### config.mk
export PLATFORM = sky130hd
export DESIGN_NAME = adc_channel_sequencer
export DESIGN_NICKNAME = d
export VERILOG_FILES = /design/src/adc_channel_sequencer.v /design/src/delay_timer.v
export VERILOG_INCLUDE_DIRS = /design/src
export SDC_FILE = /design/constraint.sdc
export NUM_CORES = 1
export LEC_CHECK = 0
export BUFFER_PORTS_ARGS = -buffer_cell sky130_fd_sc_hd__buf_4
export CELL_PAD_IN_SITES_DETAIL_PLACEMENT = 0
export CELL_PAD_IN_SITES_GLOBAL_PLACEMENT = 2
export CORE_MARGIN = 1
export CORE_UTILIZATION = 32
export CTS_CLUSTER_DIAMETER = 120
export DETAILED_ROUTE_END_ITERATION = 6
export PLACE_DENSITY = 0.86
export SLEW_MARGIN = 20
export SYNTH_ARGS = -nofsm -noshare
export SYNTH_HDL_FRONTEND = slang
export SYNTH_HIERARCHICAL = 1
export SYNTH_SLANG_ARGS = --single-unit
### constraint.sdc
create_clock -name mclk -period 8.4 [get_ports mclk]
set_input_delay 1.68 -clock mclk [delete_from_list [all_inputs] [get_ports mclk]]
set_output_delay 1.68 -clock mclk [all_outputs]
set_load 0.01 [all_outputs]
### src/seq_defs.vh
// Purpose: constants for the conversion sequencer
// Assumes: 20 MHz mclk
// Notes:   power state codes as reported to the host
`ifndef SEQ_DEFS_VH
`define SEQ_DEFS_VH
`define CMD_CONV_TAG      2'h2
`define CMD_MODE_UNUSED   2'h0
`define CMD_MODE_EXIT     2'h1
`define CMD_MODE_CAL      2'h2
`define CMD_MODE_RUN      2'h3
`define SEQ_MODE1         2'h0
`define SEQ_MODE2         2'h1
`define SEQ_MODE3         2'h2
`define SEQ_MODE4         2'h3
`define PWR_CONVERTING    2'h0
`define PWR_SLEEP         2'h1
`define PWR_STANDBY       2'h2
`define EXIT_SLEEP        2'h1
`define EXIT_STANDBY      2'h2
`define NUM_CH            6
`define DELAY_TICK_NS     1000
`define CLK_PERIOD_NS     50
`define DELAY_TICK_CYC    ((`DELAY_TICK_NS + `CLK_PERIOD_NS - 1) / `CLK_PERIOD_NS)
// sized last count of one tick, DELAY_TICK_CYC - 1
`define DELAY_TICK_LAST   16'h0013
`endif

### src/adc_channel_sequencer.v
// Purpose: sequencer modes 1 to 3 of a multichannel converter
// Assumes: command bytes arrive as one-cycle strobes; conversions by an outside engine
// Notes:   mode 4 and calibration are only recognised, not run
`timescale 1ns/100ps
`include "seq_defs.vh"
module adc_channel_sequencer (
  input  wire        mclk,
  input  wire        rstn,
  input  wire        cmd_valid,
  input  wire [7:0]  cmd_byte,
  input  wire [1:0]  scan_mode,
  input  wire [2:0]  input_select,
  input  wire        settle_delay_enable,
  input  wire        ready_gating,
  input  wire        output_settle_delay_enable,
  input  wire [1:0]  exit_state_select,
  input  wire        single_cycle_flag,
  input  wire        repeat_single_cycle_flag,
  input  wire [23:0] channel_table_low,
  input  wire [23:0] channel_table_high,
  input  wire [5:0]  output_drive_register,
  input  wire [7:0]  mux_delay,
  input  wire [7:0]  output_delay,
  input  wire        conv_done,
  input  wire        ready_clear,
  output reg  [1:0]  power_state_status,
  output reg  [5:0]  channel_ready_flags,
  output reg  [5:0]  general_output_pin,
  output reg         ready_interrupt_pin,
  output reg  [2:0]  mux_channel,
  output reg         conv_start,
  output reg         autoscan_request,
  output reg         calibration_request,
  output reg  [3:0]  conv_rate
);
  localparam ST_IDLE   = 3'h0;
  localparam ST_PICK   = 3'h1;
  localparam ST_OUTDLY = 3'h2;
  localparam ST_MUXDLY = 3'h3;
  localparam ST_CONV   = 3'h4;
  localparam ST_WAIT   = 3'h5;
  reg  [2:0] state_reg;
  reg  [1:0] mode_reg;
  reg        cont_reg;
  reg  [5:0] done_mask_reg;
  reg  [2:0] cur_ch_reg;
  reg        dly_start;
  reg  [7:0] dly_len;
  wire       dly_done;
  // channel c table: order [2:0], enable [3], output map [6:4], output enable [7]
  // tables passed in so that @* blocks see them change
  function [7:0] ch_field;
    input [2:0]  c;
    input [23:0] lo;
    input [23:0] hi;
    begin
      case (c)
        3'h0: ch_field = lo[7:0];
        3'h1: ch_field = lo[15:8];
        3'h2: ch_field = lo[23:16];
        3'h3: ch_field = hi[7:0];
        3'h4: ch_field = hi[15:8];
        default: ch_field = hi[23:16];
      endcase
    end
  endfunction
  // conversion command carrying the given mode field
  function cmd_is;
    input [7:0] b;
    input [1:0] m;
    begin
      cmd_is = (b[7:6] == `CMD_CONV_TAG) && (b[5:4] == m);
    end
  endfunction
  // standby only when chosen, and only from mode 1 continuous or while not active
  function [1:0] exit_code;
    input       m1_continuous;
    input [1:0] sel;
    begin
      if (m1_continuous && sel == `EXIT_STANDBY)
        exit_code = `PWR_STANDBY;
      else
        exit_code = `PWR_SLEEP;
    end
  endfunction
  // one-hot bias output of a channel, none when its output is off
  function [5:0] bias_bits;
    input [7:0] fld;
    begin
      if (fld[7])
        bias_bits = 6'h01 << fld[6:4];
      else
        bias_bits = 6'h00;
    end
  endfunction
  function [7:0] delay_or_none;
    input       en;
    input [7:0] len;
    begin
      delay_or_none = en ? len : 8'h00;
    end
  endfunction
  // pick enabled, unconverted channel with lowest order, lowest index on a tie
  reg  [2:0] best_ch;
  reg        best_ok;
  reg  [2:0] best_ord;
  reg  [7:0] f;
  integer    i;
  always @* begin
    best_ch  = 3'h0;
    best_ok  = 1'b0;
    best_ord = 3'h7;
    f        = 8'h00;
    for (i = 0; i < `NUM_CH; i = i + 1) begin
      f = ch_field(i[2:0], channel_table_low, channel_table_high);
      if (f[3] && !done_mask_reg[i] && (!best_ok || f[2:0] < best_ord)) begin
        best_ok  = 1'b1;
        best_ord = f[2:0];
        best_ch  = i[2:0];
      end
    end
  end
  reg  [5:0] enabled_mask;
  reg  [7:0] g;
  integer    j;
  always @* begin
    enabled_mask = 6'h00;
    g            = 8'h00;
    for (j = 0; j < `NUM_CH; j = j + 1) begin
      g               = ch_field(j[2:0], channel_table_low, channel_table_high);
      enabled_mask[j] = g[3];
    end
  end
  wire       exit_cmd    = cmd_valid && cmd_is(cmd_byte, `CMD_MODE_EXIT);
  wire       run_cmd     = cmd_valid && cmd_is(cmd_byte, `CMD_MODE_RUN);
  wire       cal_cmd     = cmd_valid && cmd_is(cmd_byte, `CMD_MODE_CAL);
  wire       m1_cont     = !single_cycle_flag || repeat_single_cycle_flag;
  wire [7:0] best_field  = ch_field(best_ch, channel_table_low, channel_table_high);
  wire       last_ch     = (done_mask_reg | (6'h01 << cur_ch_reg)) == enabled_mask;
  // autoscan keeps the converter busy although the local walk is idle
  wire       active      = (state_reg != ST_IDLE) || autoscan_request;
  wire [1:0] exit_target = exit_code(mode_reg == `SEQ_MODE1 && cont_reg, exit_state_select);
  delay_timer u_delay (
    .mclk  (mclk),
    .rstn  (rstn),
    .start (dly_start),
    .len   (dly_len),
    .done  (dly_done)
  );
  always @(posedge mclk or negedge rstn) begin
    if (!rstn) begin
      state_reg           <= ST_IDLE;
      mode_reg            <= `SEQ_MODE1;
      cont_reg            <= 1'b0;
      done_mask_reg       <= 6'h00;
      cur_ch_reg          <= 3'h0;
      dly_start           <= 1'b0;
      dly_len             <= 8'h00;
      power_state_status  <= `PWR_SLEEP;
      channel_ready_flags <= 6'h00;
      general_output_pin  <= 6'h00;
      ready_interrupt_pin <= 1'b0;
      mux_channel         <= 3'h0;
      conv_start          <= 1'b0;
      autoscan_request    <= 1'b0;
      calibration_request <= 1'b0;
      conv_rate           <= 4'h0;
    end else begin
      dly_start           <= 1'b0;
      conv_start          <= 1'b0;
      calibration_request <= 1'b0;
      if (mode_reg != `SEQ_MODE3 || state_reg == ST_IDLE)
        general_output_pin <= output_drive_register;
      // clear first: a result in the same cycle sets again below and wins
      if (ready_clear) begin
        ready_interrupt_pin <= 1'b0;
        channel_ready_flags <= 6'h00;
      end
      // exit wins over everything, even in mid-delay
      if (exit_cmd && active) begin
        state_reg          <= ST_IDLE;
        power_state_status <= exit_target;
        autoscan_request   <= 1'b0;
      end else if (exit_cmd) begin
        power_state_status <= exit_code(1'b1, exit_state_select);
      end else if (cal_cmd) begin
        calibration_request <= 1'b1;
      end else if (run_cmd && !active) begin
        conv_rate          <= cmd_byte[3:0];
        mode_reg           <= scan_mode;
        cont_reg           <= m1_cont && scan_mode == `SEQ_MODE1;
        done_mask_reg      <= 6'h00;
        channel_ready_flags<= 6'h00;
        power_state_status <= `PWR_CONVERTING;
        if (scan_mode == `SEQ_MODE4)
          autoscan_request <= 1'b1;
        else
          state_reg <= ST_PICK;
      end else begin
        case (state_reg)
          ST_IDLE: begin
          end
          // next channel, or sleep when none is left
          ST_PICK: begin
            if (mode_reg == `SEQ_MODE1) begin
              cur_ch_reg <= input_select;
              mux_channel <= input_select;
              dly_start <= 1'b1;
              dly_len   <= delay_or_none(settle_delay_enable, mux_delay);
              state_reg <= ST_MUXDLY;
            end else if (!best_ok) begin
              state_reg          <= ST_IDLE;
              power_state_status <= `PWR_SLEEP;
            end else begin
              cur_ch_reg <= best_ch;
              if (mode_reg == `SEQ_MODE3) begin
                general_output_pin <= bias_bits(best_field);
                dly_start <= 1'b1;
                dly_len   <= delay_or_none(output_settle_delay_enable, output_delay);
                state_reg <= ST_OUTDLY;
              end else begin
                mux_channel <= best_ch;
                dly_start <= 1'b1;
                dly_len   <= delay_or_none(settle_delay_enable, mux_delay);
                state_reg <= ST_MUXDLY;
              end
            end
          end
          // bias settles before the channel is selected
          ST_OUTDLY: begin
            // a late pulse of an aborted delay is ignored while the start is out
            if (dly_done && !dly_start) begin
              mux_channel <= cur_ch_reg;
              dly_start   <= 1'b1;
              dly_len     <= delay_or_none(settle_delay_enable, mux_delay);
              state_reg   <= ST_MUXDLY;
            end
          end
          // input settles before conversion start
          ST_MUXDLY: begin
            if (dly_done && !dly_start) begin
              conv_start <= 1'b1;
              state_reg  <= ST_WAIT;
            end
          end
          ST_WAIT: begin
            if (conv_done) begin
              channel_ready_flags[cur_ch_reg] <= 1'b1;
              done_mask_reg[cur_ch_reg]       <= 1'b1;
              if (mode_reg == `SEQ_MODE1) begin
                ready_interrupt_pin <= 1'b1;
                if (cont_reg) begin
                  state_reg <= ST_MUXDLY;
                  dly_start <= 1'b1;
                  dly_len   <= 8'h00;
                end else begin
                  state_reg          <= ST_IDLE;
                  power_state_status <= `PWR_SLEEP;
                end
              end else begin
                if (!ready_gating || last_ch)
                  ready_interrupt_pin <= 1'b1;
                if (last_ch) begin
                  state_reg          <= ST_IDLE;
                  power_state_status <= `PWR_SLEEP;
                  if (mode_reg == `SEQ_MODE3)
                    general_output_pin <= 6'h00;
                end else begin
                  state_reg <= ST_PICK;
                end
              end
            end
          end
          default: state_reg <= ST_IDLE;
        endcase
      end
    end
  end
endmodule // adc_channel_sequencer

### src/delay_timer.v
// Purpose: programmable settling delay counter
// Assumes: one tick unit per count of len
// Notes:   len of zero finishes on the next cycle
`timescale 1ns/100ps
`include "seq_defs.vh"
module delay_timer (
  input  wire       mclk,
  input  wire       rstn,
  input  wire       start,
  input  wire [7:0] len,
  output reg        done
);
  reg [7:0]  units_reg;
  reg [15:0] tick_reg;
  reg        busy_reg;
  always @(posedge mclk or negedge rstn) begin
    if (!rstn) begin
      units_reg <= 8'h00;
      tick_reg  <= 16'h0000;
      busy_reg  <= 1'b0;
      done      <= 1'b0;
    end else begin
      done <= 1'b0;
      if (start) begin
        units_reg <= len;
        tick_reg  <= 16'h0000;
        busy_reg  <= 1'b1;
      end else if (busy_reg) begin
        if (units_reg == 8'h00) begin
          busy_reg <= 1'b0;
          done     <= 1'b1;
        end else if (tick_reg == `DELAY_TICK_LAST) begin
          tick_reg  <= 16'h0000;
          units_reg <= units_reg - 8'h01;
        end else begin
          tick_reg <= tick_reg + 16'h0001;
        end
      end
    end
  end
endmodule // delay_timer

# Yosys cells after proc, flatten, opt, wreduce, memory -nomap -nowiden

Index checks and enable logic that the tools add are counted.

Memories kept: 0
Output and inout port bits: 25
Bits in registers: 75
Bits in read-only memories: 0
Bits in writable memories: 0
Input port bits: 95
Word-level logic and storage cells: 285
Latch bits: 0

Bitwise operators: 7
Equal/unequal tests: 38
Mux-type cells: 135
Div/mod/pow operators: 0
Shift-type cells: 2
Add/subtract/negate cells: 2
$lt $le $gt $ge: 7
Reductions and logical operators: 74
Multipliers: 0

Operator list:

| cell                  | count |
|---|---|
| $mux 6                | 23 |
| $mux 8                | 13 |
| $mux 3                | 23 |
| $mux 16               | 4 |
| $mux 1                | 48 |
| $pmux 8 s5            | 1 |
| $mux 2                | 16 |
| $logic_and 1x1->1     | 24 |
| $pmux 8 s3            | 1 |
| $or 6x6->6            | 3 |
| $add 16x1->16 const B | 1 |
| $eq 16x5->1 const B   | 1 |
| $reduce_bool 2->1     | 8 |
| $logic_not 1->1       | 15 |
| $lt 3x3->1            | 5 |
| $ne 5x5->1 const B    | 3 |
| $pmux 3 s5            | 1 |
| $reduce_and 7->1      | 2 |
| $eq 2x2->1 const B    | 6 |
| $eq 3x2->1 const B    | 4 |
| $ne 2x2->1 const B    | 6 |
| $ne 4x4->1 const B    | 3 |
| $ne 6x6->1 const B    | 2 |
| $pmux 6 s2            | 1 |
| other kinds (30)      | 51 |

# Depth between registers and ports, before layout

Depth in word-level cells: 35
Mapped depth: 37
Gate-level depth less buffers: 34

# Cells and area by module

The synthesis kept the hierarchy.

Modules (own cells, without submodules):

| module                | cells an instance | area each (um^2) | times used | seq. area each (um^2) |
|---|---|---|---|---|
| adc_channel_sequencer | 455               | 3661.0           | 1          | 1227.4 |
| delay_timer           | 181               | 1636.6           | 1          | 650.6 |

# Worst setup path after synthesis

OpenSTA, ideal clock, no wires.

Path kind: input-to-reg
From: input port channel_table_low[3]
To: register general_output_pin[2]
Path slack: -397 ps
Arrival time: 8733 ps
Stages on the path: 30
Data required time: 8336 ps
Path buffers: 3
Setup time: 64 ps
Path through: nand2b_4 > buf_6 > o41ai_4 > mux2i_1 > nand2_1 > o21ai_0 > inv_1 > ha_1 > a221o_1 > or2_2 > o221ai_2 > o22ai_1 > buf_2 > mux2i_1 > ha_1 > a2111oi_0 > o21ai_1 > nand2_1 > nor2_1 > a21oi_1 > ha_1 > a2111oi_0 > o21a_1 > a31oi_1 > and2_1 > buf_2 > a32oi_1 > o21ai_1 > nor4_1 > a21o_1

Word-level cells in the longest chain between the ends: 34
Elaborated cells on any way between the ends: 57
Those cells by class: order compare (5); eq/ne (5); shift (1); mux (29); reduce/logical (17)

Ends and longest elaborated chain:

| what                                                 | line                        | source |
|---|---|---|
| start: declaration                                   | adc_channel_sequencer.v:19  | `input wire [23:0] channel_table_low,` |
| $logic_and 1x1->1                                    | adc_channel_sequencer.v:116 | `if (f[3] && !done_mask_reg[i] && (!best_ok \|\| f[2:0] < best_ord)) begin` |
| $mux 3 / $mux 1 (equally long branches)              | adc_channel_sequencer.v:116 |  |
| $lt 3x3->1 / $logic_not 1->1 (equally long branches) | adc_channel_sequencer.v:116 |  |
| $logic_or 1x1->1                                     | adc_channel_sequencer.v:116 |  |
| $logic_and 1x1->1                                    | adc_channel_sequencer.v:116 |  |
| $mux 3 / $mux 1 (equally long branches)              | adc_channel_sequencer.v:116 |  |
| $lt 3x3->1 / $logic_not 1->1 (equally long branches) | adc_channel_sequencer.v:116 |  |
| $logic_or 1x1->1                                     | adc_channel_sequencer.v:116 |  |
| [... 18 more ...]                                    | -                           |  |
| $mux 6                                               | adc_channel_sequencer.v:216 | `` if (mode_reg == `SEQ_MODE3) begin `` |
| $mux 6                                               | adc_channel_sequencer.v:211 | `end else if (!best_ok) begin` |
| $mux 6                                               | adc_channel_sequencer.v:205 | `` if (mode_reg == `SEQ_MODE1) begin `` |
| $pmux 6 s2 (*)                                       | adc_channel_sequencer.v:200 | `case (state_reg)` |
| $mux 6 (*)                                           | adc_channel_sequencer.v:188 | `end else if (run_cmd && !active) begin` |
| $mux 6 (*)                                           | adc_channel_sequencer.v:186 | `end else if (cal_cmd) begin` |
| $mux 6 (*)                                           | adc_channel_sequencer.v:184 | `end else if (exit_cmd) begin` |
| $mux 6 (*)                                           | adc_channel_sequencer.v:180 | `if (exit_cmd && active) begin` |
| end signal: assignment                               | adc_channel_sequencer.v:173 | `general_output_pin <= output_drive_register;` |
| end signal: assignment                               | adc_channel_sequencer.v:217 | `general_output_pin <= bias_bits(best_field);` |
| end: declaration                                     | adc_channel_sequencer.v:28  | `output reg [5:0] general_output_pin,` |

Mark *: on every way between the ends. The rest lies on a longest branch, timed or not.
A chain may end at the register's enable or synchronous reset.

# Final worst setup path

From: input port channel_table_low[11]
To: register general_output_pin[2]

Word-level cells in the longest chain between the ends: 31
Elaborated cells on any way between the ends: 52
Those cells by class: order compare (4); eq/ne (5); shift (1); mux (27); reduce/logical (15)

Ends and longest elaborated chain:

| what                                                 | line |
|---|---|
| $logic_and 1x1->1 (2 in series)                      | adc_channel_sequencer.v:116 |
| $mux 3 / $mux 1 (equally long branches)              | adc_channel_sequencer.v:116 |
| $lt 3x3->1 / $logic_not 1->1 (equally long branches) | adc_channel_sequencer.v:116 |
| $logic_or 1x1->1                                     | adc_channel_sequencer.v:116 |
| $logic_and 1x1->1                                    | adc_channel_sequencer.v:116 |
| $mux 3 / $mux 1 (equally long branches)              | adc_channel_sequencer.v:116 |
| $lt 3x3->1 / $logic_not 1->1 (equally long branches) | adc_channel_sequencer.v:116 |
| $logic_or 1x1->1                                     | adc_channel_sequencer.v:116 |
| [... 14 more ...]                                    | - |
| $mux 6                                               | adc_channel_sequencer.v:216 |
| $mux 6                                               | adc_channel_sequencer.v:211 |
| $mux 6                                               | adc_channel_sequencer.v:205 |
| $pmux 6 s2 (*)                                       | adc_channel_sequencer.v:200 |
| $mux 6 (*)                                           | adc_channel_sequencer.v:188 |
| $mux 6 (*)                                           | adc_channel_sequencer.v:186 |
| $mux 6 (*)                                           | adc_channel_sequencer.v:184 |
| $mux 6 (*)                                           | adc_channel_sequencer.v:180 |

Marked as above.

==> flow_metrics.tcl <==
set metrics [dict create \
    gp_congestion 0.899 \
    drt_iter0_drc 296 \
    ys.flop_type "dfrtp_1" \
    grt_antenna_before_repair 0 \
    final_cell_mix "buf_4 (129), nand2_1 (80), dfrtp_1 (74)" \
    vias 5361 \
    switchingPower_mw 0.676 \
    yosysTopAreaCell "dfrtp_1" \
    vias_per_cell 5.50 \
    die_w_um 131 \
    critPathKind "in2reg" \
    drv_cap 0 \
    first_pass_iters 5 \
    ctsHoldBuffers 0 \
    first_global_vias 5110 \
    pwr-share-comb_pct 43.9 \
    grt_use_total_pct 19.5 \
    slew_viol_final 0 \
    power_density_nw_per_um2 243 \
    routed_wl_um 16300 \
    drcViolationCount 0 \
    io_buffers 119 \
    seq_power_share_pct 32.2 \
    async_flop_share_pct 100 \
    cp_num_buf_inv 2 \
    crit_fanout 6 \
    hold_ws_ns 0.472 \
    synth_edf_count 0 \
    dp_hpwl_um 12600 \
    syn-cell-area_sq_um 5300 \
    avgSynthCellArea_sq_um 8.33 \
    root_buffer "clkbuf_16" \
    p_int_mw 0.973 \
    cellLeakagePower_nw 3.08 \
    tns_ns 0 \
    cts_buffers 9 \
    dp.cells 957 \
    grt_max_degree 76 \
    clkPwrFrac_pct 23.9 \
    path_clk_slew_ns 0.06 \
    clk_path_buf_depth 2 \
    n_antenna_cell 0 \
    grt_overflow_total 0 \
    netlist_instances 636 \
    fp.coreArea_sq_um 16000 \
    peakVddDrop_mv 0.106 \
    crit_family "compound AO/OA/AOI/OAI gates" \
    ys_types 82 \
    cts_num_sinks 75 \
    slowest_stage "a2111oi_2" \
    die_area_sq_um 17100 \
    clock.fmax_ghz 0.128 \
    syn_nets 740 \
    ys_seq_area_share_pct 35.5 \
    placementRows 46 \
    initial_utilization_pct 33.1 \
    clk_latency_ns 0.34 \
    pin_count 120 \
    required_ns 8.68 \
    fin_cells 974 \
    htree_levels 3 \
    synth.yosys.warnings 6 \
    start_kind "input port" \
    crit_path_end_kind "flop" \
    ys_ff_latch 75 \
    cpPeakStageDelay_ns 0.41 \
    period_share_pct 93.2 \
    cts_tree "done" \
    grt_pass1_wl_um 25900 \
    tightest_slew_ns 1.02 \
    area_delta_synth_final_pct 27.9 \
    fin_skew_ns 0.0131 \
    drive_gt1_share_pct 24.4 \
    fillerInstances 1667 \
    crit_path_frequent_cell "ha_1" \
    final_common_cell "buf_4" \
    status "completed" \
    wl_per_cell_um 16.8 \
    fin_nets 857 \
    hp-class "reg2reg" \
    largest_reg_flops 16 \
    hold_violations 0 \
    synthDominantCellAreaShare_pct 35.0 \
    swShare_pct 41.0 \
    arrival_ns 8.11 \
    finalCriticalPeriod_ns 7.83 \
    synth.area.top_cells "dfrtp_1 (35%), nand2_1 (5.7%), o21ai_0 (4.4%)" \
    regArea_sq_um 1880 \
    slew_headroom_pct 31.6 \
    die_h_um 131 \
    multi_input_area_sq_um 3250 \
    finalSetupViolCount 0 \
    ant_nets 0 \
]
==> final timing paths <==
check | startpoint | to | slack, ns | cells past startpoint
setup / recovery | channel_table_low[11] | general_output_pin[2]$_DFF_PN0_ | 0.57 | 33
hold / removal | conv_rate[3]$_DFFE_PN0P_ | conv_rate[3]$_DFFE_PN0P_ | 0.47 | 2
setup reg to reg | done_mask_reg[1]$_DFFE_PN0P_ | general_output_pin[2]$_DFF_PN0_ | 1.52 | 32
hold reg to reg | conv_rate[3]$_DFFE_PN0P_ | conv_rate[3]$_DFFE_PN0P_ | 0.47 | 2
max in group asynchronous | rstn | u_delay/tick_reg[2]$_DFFE_PN0P_ | 6.56 | 2
min in group asynchronous | rstn | dly_len[1]$_DFFE_PN0P_ | 1.24 | 1
==> synthesized netlist by cell type, drive strengths merged (10+ instances only) <==
cell,number
nand2,80
dfrtp,74
nor2,59
o21ai,52
a21oi,38
inv,20
a21o,19
nor3,19
nor4,19
mux2i,16
nand2b,16
nand3,15
clkbuf,14
nand4,14
nor2b,13
a31oi,11
buf,10
==> tightest hold or removal path: stages (launching register included) <==
cell and delay, ns:
dfrtp_1 0.34, nand2_1 0.05, nand2_1 0.05
==> area by class of cell <==
class / instances / share of cell area (%)
Multi-Input combinational cell: 517 / 48.0
Sequential cell: 75 / 27.7
Timing Repair Buffer: 130 / 14.7
Tap cell: 216 / 3.99
Clock buffer: 10 / 3.38
Inverter: 20 / 1.15
Clock inverter: 6 / 1.05
==> through the flow <==
stage / util (%) / power, mW / area [sq um] / worst slack, ns
global placement: 40.1 / 1.24 / 6420 / 0.415
detailed placement: 40.2 / 1.25 / 6430 / 0.125
global route: 42.3 / 1.77 / 6770 / -0.0166
finish: 42.3 / 1.65 / 6770 / 0.569
CTS: 42.0 / 1.65 / 6730 / 0.461
floorplan: - / 1.02 / 5300 / 0.154
==> cell families after synthesis <==
kind of cell / Yosys count / share of synthesized area, %
simple gates: 278 / 26.6
compound gates: 201 / 26.5
flops: 75 / 35.5
buf+inv: 44 / 3.80
mux: 21 / 4.09
fa+ha+maj: 11 / 2.50
xor+xnor: 6 / 0.992
==> layer usage <==
layer  track usage, %  wire length (um)  up-vias
li1                 -                 -     2621
met1             25.2              7370     2582
met3             2.93               843       12
met4             5.48               161        0
met5                0                 0        -
met2             33.8              7980      146
==> timing repair <==
action	in CTS	in global routing
endpoints found under the setup margin	0	5
endpoints found under the hold margin	0	0
resized for setup	0	4
buffers inserted	0	0
==> power by group through the flow <==
stage               registers [mW]  clock network [mW]  logic [mW]
floorplan                    0.505                   0       0.515
global placement             0.534                   0       0.707
detailed placement           0.537                   0       0.715
CTS                          0.531               0.405       0.718
global route                 0.543               0.418       0.807
finish                       0.530               0.394       0.724
(Power assumes the default switching activity.)
